`src/shared/lcc_pkg.sv`:
```
package lcc_pkg;
  // clock and time base
  localparam int CLK_HZ = 25_000_000;
  localparam int TICK_MS = 250; // time base period, half of one 2Hz blink period
  localparam int TICK_CYCLES = TICK_MS * (CLK_HZ / 1000);
  localparam int TICKS_PER_MIN = 60_000 / TICK_MS;
  localparam int TICK_W = 23;

  // charge timers count half ticks so the fast timer can run at half rate
  localparam int TMR_W = 20;
  localparam int PREQUAL_MIN = 33;
  localparam int FAST_MIN = 660;
  localparam int TOPOFF_MIN = 33;
  localparam logic [TMR_W-1:0] PREQUAL_LIM = TMR_W'(2 * PREQUAL_MIN * TICKS_PER_MIN);
  localparam logic [TMR_W-1:0] FAST_LIM = TMR_W'(2 * FAST_MIN * TICKS_PER_MIN);
  localparam logic [TMR_W-1:0] TOPOFF_LIM = TMR_W'(2 * TOPOFF_MIN * TICKS_PER_MIN);
  localparam logic [1:0] STEP_FULL = 2'h2;
  localparam logic [1:0] STEP_HALF = 2'h1;
  localparam logic [1:0] STEP_PAUSE = 2'h0;

  // limit select deglitch
  localparam int DEGLITCH_US = 100;
  localparam int DEGLITCH_CYCLES = DEGLITCH_US * (CLK_HZ / 1_000_000);
  localparam int DG_W = 12;
  localparam logic [1:0] DG_RESET_CODE = 2'h3; // start suspended until a code is stable

  // input limit codes and currents in mA
  localparam logic [1:0] CODE_1000MA = 2'h0;
  localparam logic [1:0] CODE_475MA = 2'h1;
  localparam logic [1:0] CODE_95MA = 2'h2;
  localparam logic [1:0] CODE_SUSPEND = 2'h3;
  localparam logic [10:0] ILIM_1000MA = 11'h3E8;
  localparam logic [10:0] ILIM_475MA = 11'h1DB;
  localparam logic [10:0] ILIM_95MA = 11'h05F;
  localparam logic [10:0] PREQUAL_DIV = 11'h00A; // prequal current is a tenth of maximum

  // register map
  localparam logic [11:0] ADDR_CTRL = 12'h000;
  localparam logic [11:0] ADDR_STATUS = 12'h004;
  localparam logic [11:0] ADDR_TIMER = 12'h008;
  localparam int CTRL_PERMIT_BIT = 0;
  localparam logic CTRL_PERMIT_RESET = 1'b1;
  localparam int ST_STATE_LSB = 0;
  localparam int ST_CODE_LSB = 6;
  localparam int ST_VALID_BIT = 8;
  localparam int ST_OVLO_BIT = 9;
  localparam int ST_LOADSW_BIT = 10;
  localparam int ST_REDUCED_BIT = 11;

  typedef enum logic [5:0] {
    CHG_IDLE = 6'h01,
    CHG_PREQUAL = 6'h02,
    CHG_FAST = 6'h04,
    CHG_TOPOFF = 6'h08,
    CHG_DONE = 6'h10,
    CHG_FAULT = 6'h20
  } lcc_state_e;
endpackage

```
`src/lcc_charger_top.sv`:
```
module lcc_charger_top #(
  parameter int TICK_CYCLES = lcc_pkg::TICK_CYCLES,
  parameter int DEGLITCH_CYCLES = lcc_pkg::DEGLITCH_CYCLES
) (
  // clock and reset
  input wire logic pclk,
  input wire logic presetn,
  // apb slave
  input wire logic [11:0] paddr,
  input wire logic psel,
  input wire logic penable,
  input wire logic pwrite,
  input wire logic [31:0] pwdata,
  output logic [31:0] prdata,
  output logic pready,
  output logic pslverr,
  // host pins
  input wire logic input_limit_select_hi,
  input wire logic input_limit_select_lo,
  input wire logic charger_enable_in,
  output logic charge_status_n_o,
  output logic charge_status_n_oe,
  // analog comparator results
  input wire logic dc_undervoltage,
  input wire logic dc_below_battery,
  input wire logic input_overvoltage_level,
  input wire logic battery_below_prequal,
  input wire logic battery_below_restart,
  input wire logic charge_at_topoff,
  input wire logic charge_above_half,
  input wire logic charge_above_fifth,
  input wire logic cv_phase,
  input wire logic die_temp_limiting,
  input wire logic [10:0] sys_load_ma,
  input wire logic [10:0] charge_max_ma,
  // power path and charger commands
  output logic dc_to_system_rail_on,
  output logic load_switch_closed,
  output logic [10:0] input_limit_ma,
  output logic charger_on,
  output logic [10:0] charge_current_cmd_ma
);
  import lcc_pkg::*;

  lcc_state_e state_reg, state_next;
  logic [TMR_W-1:0] tmr_reg, tmr_next;
  logic [TICK_W-1:0] tick_cnt_reg, tick_cnt_next;
  logic blink_reg, blink_next;
  logic permit_reg, permit_next;
  logic pready_reg, pready_next, pslverr_reg, pslverr_next;
  logic [31:0] prdata_reg, prdata_next;
  logic oe_reg, oe_next, dcsys_reg, dcsys_next, lsw_reg, lsw_next, chg_reg, chg_next;
  logic [10:0] ilim_reg, ilim_next, cmd_reg, cmd_next;
  logic [1:0] code_q, step;
  logic [10:0] headroom, target;
  logic dc_valid, suspended, run, tick, entry, reduced_by_load, charging_next;

  lcc_deglitch #(.W(2), .CYCLES(DEGLITCH_CYCLES), .RESET_VAL(DG_RESET_CODE)) u_limit_filter (
    .clk(pclk),
    .rst_n(presetn),
    .raw({input_limit_select_hi, input_limit_select_lo}),
    .q(code_q)
  );

  // input qualification and limit decode
  always_comb begin
    dc_valid = !dc_undervoltage && !dc_below_battery;
    suspended = (code_q == CODE_SUSPEND);
    unique case (code_q)
      CODE_1000MA: ilim_next = ILIM_1000MA;
      CODE_475MA: ilim_next = ILIM_475MA;
      CODE_95MA: ilim_next = ILIM_95MA;
      CODE_SUSPEND: ilim_next = '0;
    endcase
    // overvoltage drops the input path but the battery still feeds the rail
    dcsys_next = dc_valid && !suspended && !input_overvoltage_level;
    lsw_next = !dcsys_next;
    run = dcsys_next && charger_enable_in && permit_reg;
  end

  // charger sequence; a stop from any state wins over everything
  always_comb begin
    state_next = state_reg;
    if (!run) begin
      state_next = CHG_IDLE;
    end else begin
      unique case (state_reg)
        CHG_IDLE: state_next = battery_below_prequal ? CHG_PREQUAL : CHG_FAST;
        CHG_PREQUAL: begin
          if (tmr_reg >= PREQUAL_LIM) begin
            state_next = CHG_FAULT;
          end else if (!battery_below_prequal) begin
            state_next = CHG_FAST;
          end
        end
        CHG_FAST: begin
          if (tmr_reg >= FAST_LIM) begin
            state_next = CHG_FAULT;
          end else if (cv_phase && charge_at_topoff) begin
            state_next = CHG_TOPOFF;
          end
        end
        CHG_TOPOFF: begin
          if (tmr_reg >= TOPOFF_LIM) begin
            state_next = CHG_DONE;
          end
        end
        CHG_DONE: begin
          if (battery_below_restart) begin
            state_next = battery_below_prequal ? CHG_PREQUAL : CHG_FAST;
          end
        end
        CHG_FAULT: state_next = CHG_FAULT;
        default: state_next = CHG_IDLE;
      endcase
    end
  end

  // current budget: system load is served first, the charger gets what is left
  always_comb begin
    headroom = (ilim_reg > sys_load_ma) ? (ilim_reg - sys_load_ma) : '0;
    target = (state_next == CHG_PREQUAL) ? 11'(charge_max_ma / PREQUAL_DIV) : charge_max_ma;
    reduced_by_load = (target > headroom);
    charging_next = (state_next == CHG_PREQUAL) || (state_next == CHG_FAST) || (state_next == CHG_TOPOFF);
    chg_next = charging_next;
    cmd_next = !charging_next ? '0 : (reduced_by_load ? headroom : target);
  end

  // time base and fault timer; the prescaler also restarts so every interval starts at entry
  always_comb begin
    entry = (state_next != state_reg);
    tick = (tick_cnt_reg == TICK_W'(TICK_CYCLES - 1));
    step = STEP_FULL;
    if (state_reg == CHG_FAST && !cv_phase) begin
      if (!charge_above_fifth) begin
        step = STEP_PAUSE;
      end else if (!charge_above_half || die_temp_limiting || reduced_by_load) begin
        step = STEP_HALF;
      end
    end
    tick_cnt_next = (entry || tick) ? '0 : tick_cnt_reg + TICK_W'(1);
    tmr_next = tmr_reg;
    blink_next = blink_reg;
    if (entry) begin
      tmr_next = '0;
      blink_next = 1'b1;
    end else if (tick) begin
      if (state_reg == CHG_PREQUAL || state_reg == CHG_FAST || state_reg == CHG_TOPOFF) begin
        tmr_next = tmr_reg + TMR_W'(step);
      end
      blink_next = !blink_reg;
    end
    // low in prequal and fast, blink in fault, released elsewhere
    oe_next = (state_next == CHG_PREQUAL) || (state_next == CHG_FAST) ||
              ((state_next == CHG_FAULT) && blink_next);
  end

  // apb slave: zero wait states, read data captured in the setup cycle
  always_comb begin
    permit_next = permit_reg;
    pready_next = psel && !penable;
    pslverr_next = 1'b0;
    prdata_next = '0;
    if (psel && penable && pready_reg && pwrite && paddr == ADDR_CTRL) begin
      permit_next = pwdata[CTRL_PERMIT_BIT];
    end
    if (psel && !penable) begin
      unique case (paddr)
        ADDR_CTRL: prdata_next[CTRL_PERMIT_BIT] = permit_reg;
        ADDR_STATUS: begin
          prdata_next[ST_STATE_LSB +: 6] = state_reg;
          prdata_next[ST_CODE_LSB +: 2] = code_q;
          prdata_next[ST_VALID_BIT] = dc_valid;
          prdata_next[ST_OVLO_BIT] = input_overvoltage_level;
          prdata_next[ST_LOADSW_BIT] = lsw_reg;
          prdata_next[ST_REDUCED_BIT] = reduced_by_load;
        end
        ADDR_TIMER: prdata_next[TMR_W-1:0] = tmr_reg;
        default: pslverr_next = 1'b1;
      endcase
    end
  end

  always_ff @(posedge pclk or negedge presetn) begin
    if (!presetn) begin
      state_reg <= CHG_IDLE;
      tmr_reg <= '0;
      tick_cnt_reg <= '0;
      blink_reg <= 1'b0;
      permit_reg <= CTRL_PERMIT_RESET;
      pready_reg <= 1'b0;
      pslverr_reg <= 1'b0;
      prdata_reg <= '0;
      oe_reg <= 1'b0;
      dcsys_reg <= 1'b0;
      lsw_reg <= 1'b1;
      chg_reg <= 1'b0;
      ilim_reg <= '0;
      cmd_reg <= '0;
    end else begin
      state_reg <= state_next;
      tmr_reg <= tmr_next;
      tick_cnt_reg <= tick_cnt_next;
      blink_reg <= blink_next;
      permit_reg <= permit_next;
      pready_reg <= pready_next;
      pslverr_reg <= pslverr_next;
      prdata_reg <= prdata_next;
      oe_reg <= oe_next;
      dcsys_reg <= dcsys_next;
      lsw_reg <= lsw_next;
      chg_reg <= chg_next;
      ilim_reg <= ilim_next;
      cmd_reg <= cmd_next;
    end
  end

  assign prdata = prdata_reg;
  assign pready = pready_reg;
  assign pslverr = pslverr_reg;
  assign charge_status_n_o = 1'b0; // open drain only ever pulls low
  assign charge_status_n_oe = oe_reg;
  assign dc_to_system_rail_on = dcsys_reg;
  assign load_switch_closed = lsw_reg;
  assign input_limit_ma = ilim_reg;
  assign charger_on = chg_reg;
  assign charge_current_cmd_ma = cmd_reg;
endmodule // lcc_charger_top

```
`src/lcc_deglitch.sv`:
```
module lcc_deglitch #(
  parameter int W = 2,
  parameter int CYCLES = 4,
  parameter logic [W-1:0] RESET_VAL = '0
) (
  // clock and reset
  input wire logic clk,
  input wire logic rst_n,
  // raw and filtered code
  input wire logic [W-1:0] raw,
  output logic [W-1:0] q
);
  import lcc_pkg::*;

  logic [W-1:0] cand_reg, cand_next, q_reg, q_next;
  logic [DG_W-1:0] cnt_reg, cnt_next;

  // the whole code must sit still for the window, so a carry between bits never shows
  always_comb begin
    cand_next = raw;
    cnt_next = cnt_reg;
    q_next = q_reg;
    if (raw != cand_reg) begin
      cnt_next = '0;
    end else if (cnt_reg == DG_W'(CYCLES - 1)) begin
      q_next = cand_reg;
    end else begin
      cnt_next = cnt_reg + DG_W'(1);
    end
  end

  always_ff @(posedge clk or negedge rst_n) begin
    if (!rst_n) begin
      cand_reg <= RESET_VAL;
      cnt_reg <= '0;
      q_reg <= RESET_VAL;
    end else begin
      cand_reg <= cand_next;
      cnt_reg <= cnt_next;
      q_reg <= q_next;
    end
  end

  assign q = q_reg;
endmodule // lcc_deglitch

```
`config.mk`:
```
export PLATFORM = sky130hd
export DESIGN_NAME = lcc_charger_top
export DESIGN_NICKNAME = d
export VERILOG_FILES = /design/src/shared/lcc_pkg.sv /design/src/lcc_charger_top.sv /design/src/lcc_deglitch.sv
export SDC_FILE = /design/constraint.sdc
export NUM_CORES = 1
export LEC_CHECK = 0
export ABC_CLOCK_PERIOD_IN_PS = 7800
export BUFFER_PORTS_ARGS = -buffer_cell sky130_fd_sc_hd__buf_2
export CORE_ASPECT_RATIO = 1.4
export CORE_UTILIZATION = 35
export CTS_CLUSTER_SIZE = 30
export DETAILED_ROUTE_END_ITERATION = 8
export SYNTH_ARGS = -nofsm -noshare
export SYNTH_HDL_FRONTEND = slang
export SYNTH_SLANG_ARGS = --single-unit
```
`constraint.sdc`:
```
create_clock -name pclk -period 7.8 [get_ports pclk]
set_input_delay 0.78 -clock pclk [delete_from_list [all_inputs] [get_ports pclk]]
set_output_delay 0.78 -clock pclk [all_outputs]
set_load 0.01 [all_outputs]
```
==> results.json <==
{
  "wl_per_cell_um": 15.1,
  "die_area_sq_mm": 0.0207,
  "overflow": 0,
  "row_count": 61,
  "grt_max_degree": 69,
  "yosys_warnings": 0,
  "crit_required_ns": 8.09,
  "yosys.area_share.simple_pct": 25.0,
  "clkTransAtPathRegs_ns": 0.09,
  "drc": 0,
  "crit_fanout": 16,
  "worst_slew_pin_slew_ns": 0.945,
  "maxSlewViolCount": 0,
  "end_kind": "flip-flop",
  "initialDrtViolationCount": 416,
  "die_h_um": 170,
  "synth.cell_area_sq_mm": 0.00705,
  "totalPowerFinal_mw": 1.26,
  "fmax_mhz": 146,
  "clock_sinks": 109,
  "criticalPathCategory": "primary input to flip-flop",
  "wl_mm": 17.1,
  "areaGrowthSynthToFinish_pct": 13.0,
  "clock-root-buffer": "clkbuf_16",
  "synth.distinct_cells": 81,
  "post-place-ws_ns": 0.666,
  "cap_violations": 0,
  "ys_seq_area_share_pct": 38.8,
  "port_buffers": 99,
  "cts_setup_buffers": 0,
  "globalplace.congestion": 0.888,
  "drive_gt1_share_pct": 17.6,
  "cts_resized": 0,
  "track_usage_pct": 17.1,
  "synthArstFlopShare_pct": 100,
  "antenna_left": 0,
  "final_cells": 1133,
  "ys.flop_type": "dfrtp_1",
  "io_pins": 145,
  "drt_first_pass_iters": 4,
  "num_vias": 5989,
  "core_sq_mm": 0.0198,
  "synthAdderAreaFrac_pct": 5.72,
  "fin_nets": 991,
  "antenna_found_initial": 0,
  "fill_cells": 1974,
  "synthMuxAreaShare_pct": 1.38,
  "finalCritPeriodShare_pct": 87.8,
  "grt_pass1_wl_mm": 28.6,
  "ctsHoldBuffers": 0,
  "cts_tree": "yes",
  "grt_setup_unrepaired": "false",
  "status": "complete, no violations",
  "postLayoutSetupSlackWorst_ns": 0.955,
  "synth_xor_area_share_pct": 7.21,
  "cts_buffer_depth": 2,
  "vias_per_cell": 5.29,
  "synth_compound_area_share_pct": 15.6,
  "clkLatencyLatePin_ns": 0.36,
  "numCtsBuffers": 9,
  "largest_reg_flops": 23,
  "synth_cells": 803,
  "dp.cells": 1117,
  "die_x_um": 122,
  "ir_drop_uv": 87.2,
  "leakage_nw": 3.71,
  "start_kind": "primary input",
  "power.density_mw_per_mm2": 158,
  "syn_avg_cell_area_sq_um": 8.78,
  "grt_pass1_vias": 5743,
  "tns_ns": 0,
  "dp_hpwl_mm": 12.6,
  "cts_htree_levels": 3,
  "worstHoldPathType": "primary input to async pin",
  "arrival_ns": 7.14,
  "skew_ns": 0.0150,
  "yosys_register_bits": 109,
  "initial_utilization_pct": 35.7,
  "synth_edf_count": 0,
  "synth_top_family_by_area": "simple AND/OR/NAND/NOR gates",
  "period_needed_ns": 6.84,
  "antennaDiodeCount": 0,
  "hold_violations": 0,
  "slew_headroom_pct": 36.4,
  "finalSetupViolations": 0
}
==> critical path: stages <==
cell,delay [ns]
buf_2,0.23
nor2b_1,0.32
nand3_1,0.17
a32oi_2,0.66
nor2_1,0.21
a22o_1,0.27
nor4_2,0.36
o311ai_0,0.30
o22ai_1,0.21
ha_1,0.17
nor2b_1,0.04
o21a_1,0.16
o21a_1,0.15
o21ai_0,0.16
a31oi_1,0.11
a221o_1,0.36
o31a_1,0.17
nor3b_1,0.50
a211o_1,0.21
ha_1,0.11
a21oi_1,0.07
and3b_1,0.25
nand3_1,0.23
nor3_2,0.17
buf_4,0.16
nand3_1,0.11
or3_1,0.33
a21oi_1,0.15
==> cell usage in the layout, fill, tap and decap left out, types with 6 or more instances in the layout <==
cell       count
inv_1         32
dfrtp_1      102
xor2_1        28
nor2_1       110
and3_1        18
or2_2          6
nor4_1         8
a31oi_1        7
conb_1        14
or3_1          9
o21ai_0       30
nor3_1        20
o21a_1         8
nand2b_1       8
nand4_1       15
ha_1          29
xnor2_1       30
buf_2         98
clkbuf_16      9
mux2_2         6
and2_1        10
nand2_1       57
dfstp_2        7
buf_4          8
nand3_1       39
a211oi_1       7
a22oi_1       13
nor2b_1       11
a21oi_1       38
==> report_power, final <==
group,switching [mW],internal (mW),leakage (nW)
Combinational,0.118,0.0760,2.09
Clock,0.240,0.231,0.151
Sequential,0.0141,0.576,1.47
Total,0.372,0.883,3.71
==> path summary, 6_finish.rpt <==
check,startpoint,endpoint,slack [ns],cells after the start
max,charge_max_ma[10],tmr_reg[13],0.96,28
min,presetn,dc_to_system_rail_on,0.39,1
max reg2reg,u_limit_filter.q[0],tmr_reg[13],0.99,27
min reg2reg,tick_cnt_reg[0],tick_cnt_reg[0],0.47,1
max in group asynchronous,presetn,tick_cnt_reg[19],6.12,2
min in group pclk,tick_cnt_reg[0],tick_cnt_reg[0],0.47,1
==> layer usage <==
layer,wire length (um),share of wire [%],GRT usage [%]
met5,0,0,0
met4,255,1.5,5.21
met3,572,3.3,1.91
met2,8820,51,29.8
met1,7490,44,21.7
==> final cells by class <==
cell class	instances	area [sq um]	share of cell area (%)
Clock inverter	7	86.3	1.08
Clock buffer	9	225	2.83
Timing Repair Buffer	106	551	6.91
Inverter	33	124	1.55
Tap cell	252	315	3.96
Sequential cell	109	2740	34.3
Multi-Input combinational cell	617	3930	49.3
==> cell usage after synthesis (all sizes together) (4+ instances only) <==
library cell	n	area share [%]
dfrtp	102	36
a211oi	7	0.75
nand2	57	3.0
nor3	21	1.6
o21ai	31	2.2
or3	9	0.80
o22ai	4	0.35
nand4	15	1.3
and3	18	1.6
and2	11	0.98
nor2b	11	0.98
mux2	6	0.96
nor4	11	1.2
clkbuf	19	1.0
ha	29	5.1
dfstp	7	2.6
a211o	5	0.62
nand3	39	2.8
a31oi	8	0.80
o21a	8	0.85
nand3b	5	0.53
a21o	5	0.53
buf	38	3.4
a21oi	38	2.7
xnor2	30	3.7
xor2	28	3.5
a22oi	13	1.4
nand2b	8	0.71
or2	7	0.62
inv	33	1.8
nor2	110	5.9
==> cell families after synthesis <==
group	Yosys count
other	1
buffers and inverters	90
flip-flops	109
AO/OA/AOI/OAI	161
XOR/XNOR	58
AND/OR/NAND/NOR	344
multiplexers	9
adder cells (fa/ha/maj)	31
==> per-stage QoR <==
step | hold slack (ns) | util, % | cell area (sq um)
2_1_floorplan | 0.425 | - | 7100
4_1_cts | 0.411 | 40.3 | 7970
6_report | 0.389 | 40.3 | 7970
3_3_place_gp | 0.448 | 38.7 | 7650
5_1_grt | 0.430 | 40.3 | 7970
3_5_place_dp | 0.454 | 38.7 | 7650
(Power assumes the default switching activity.)
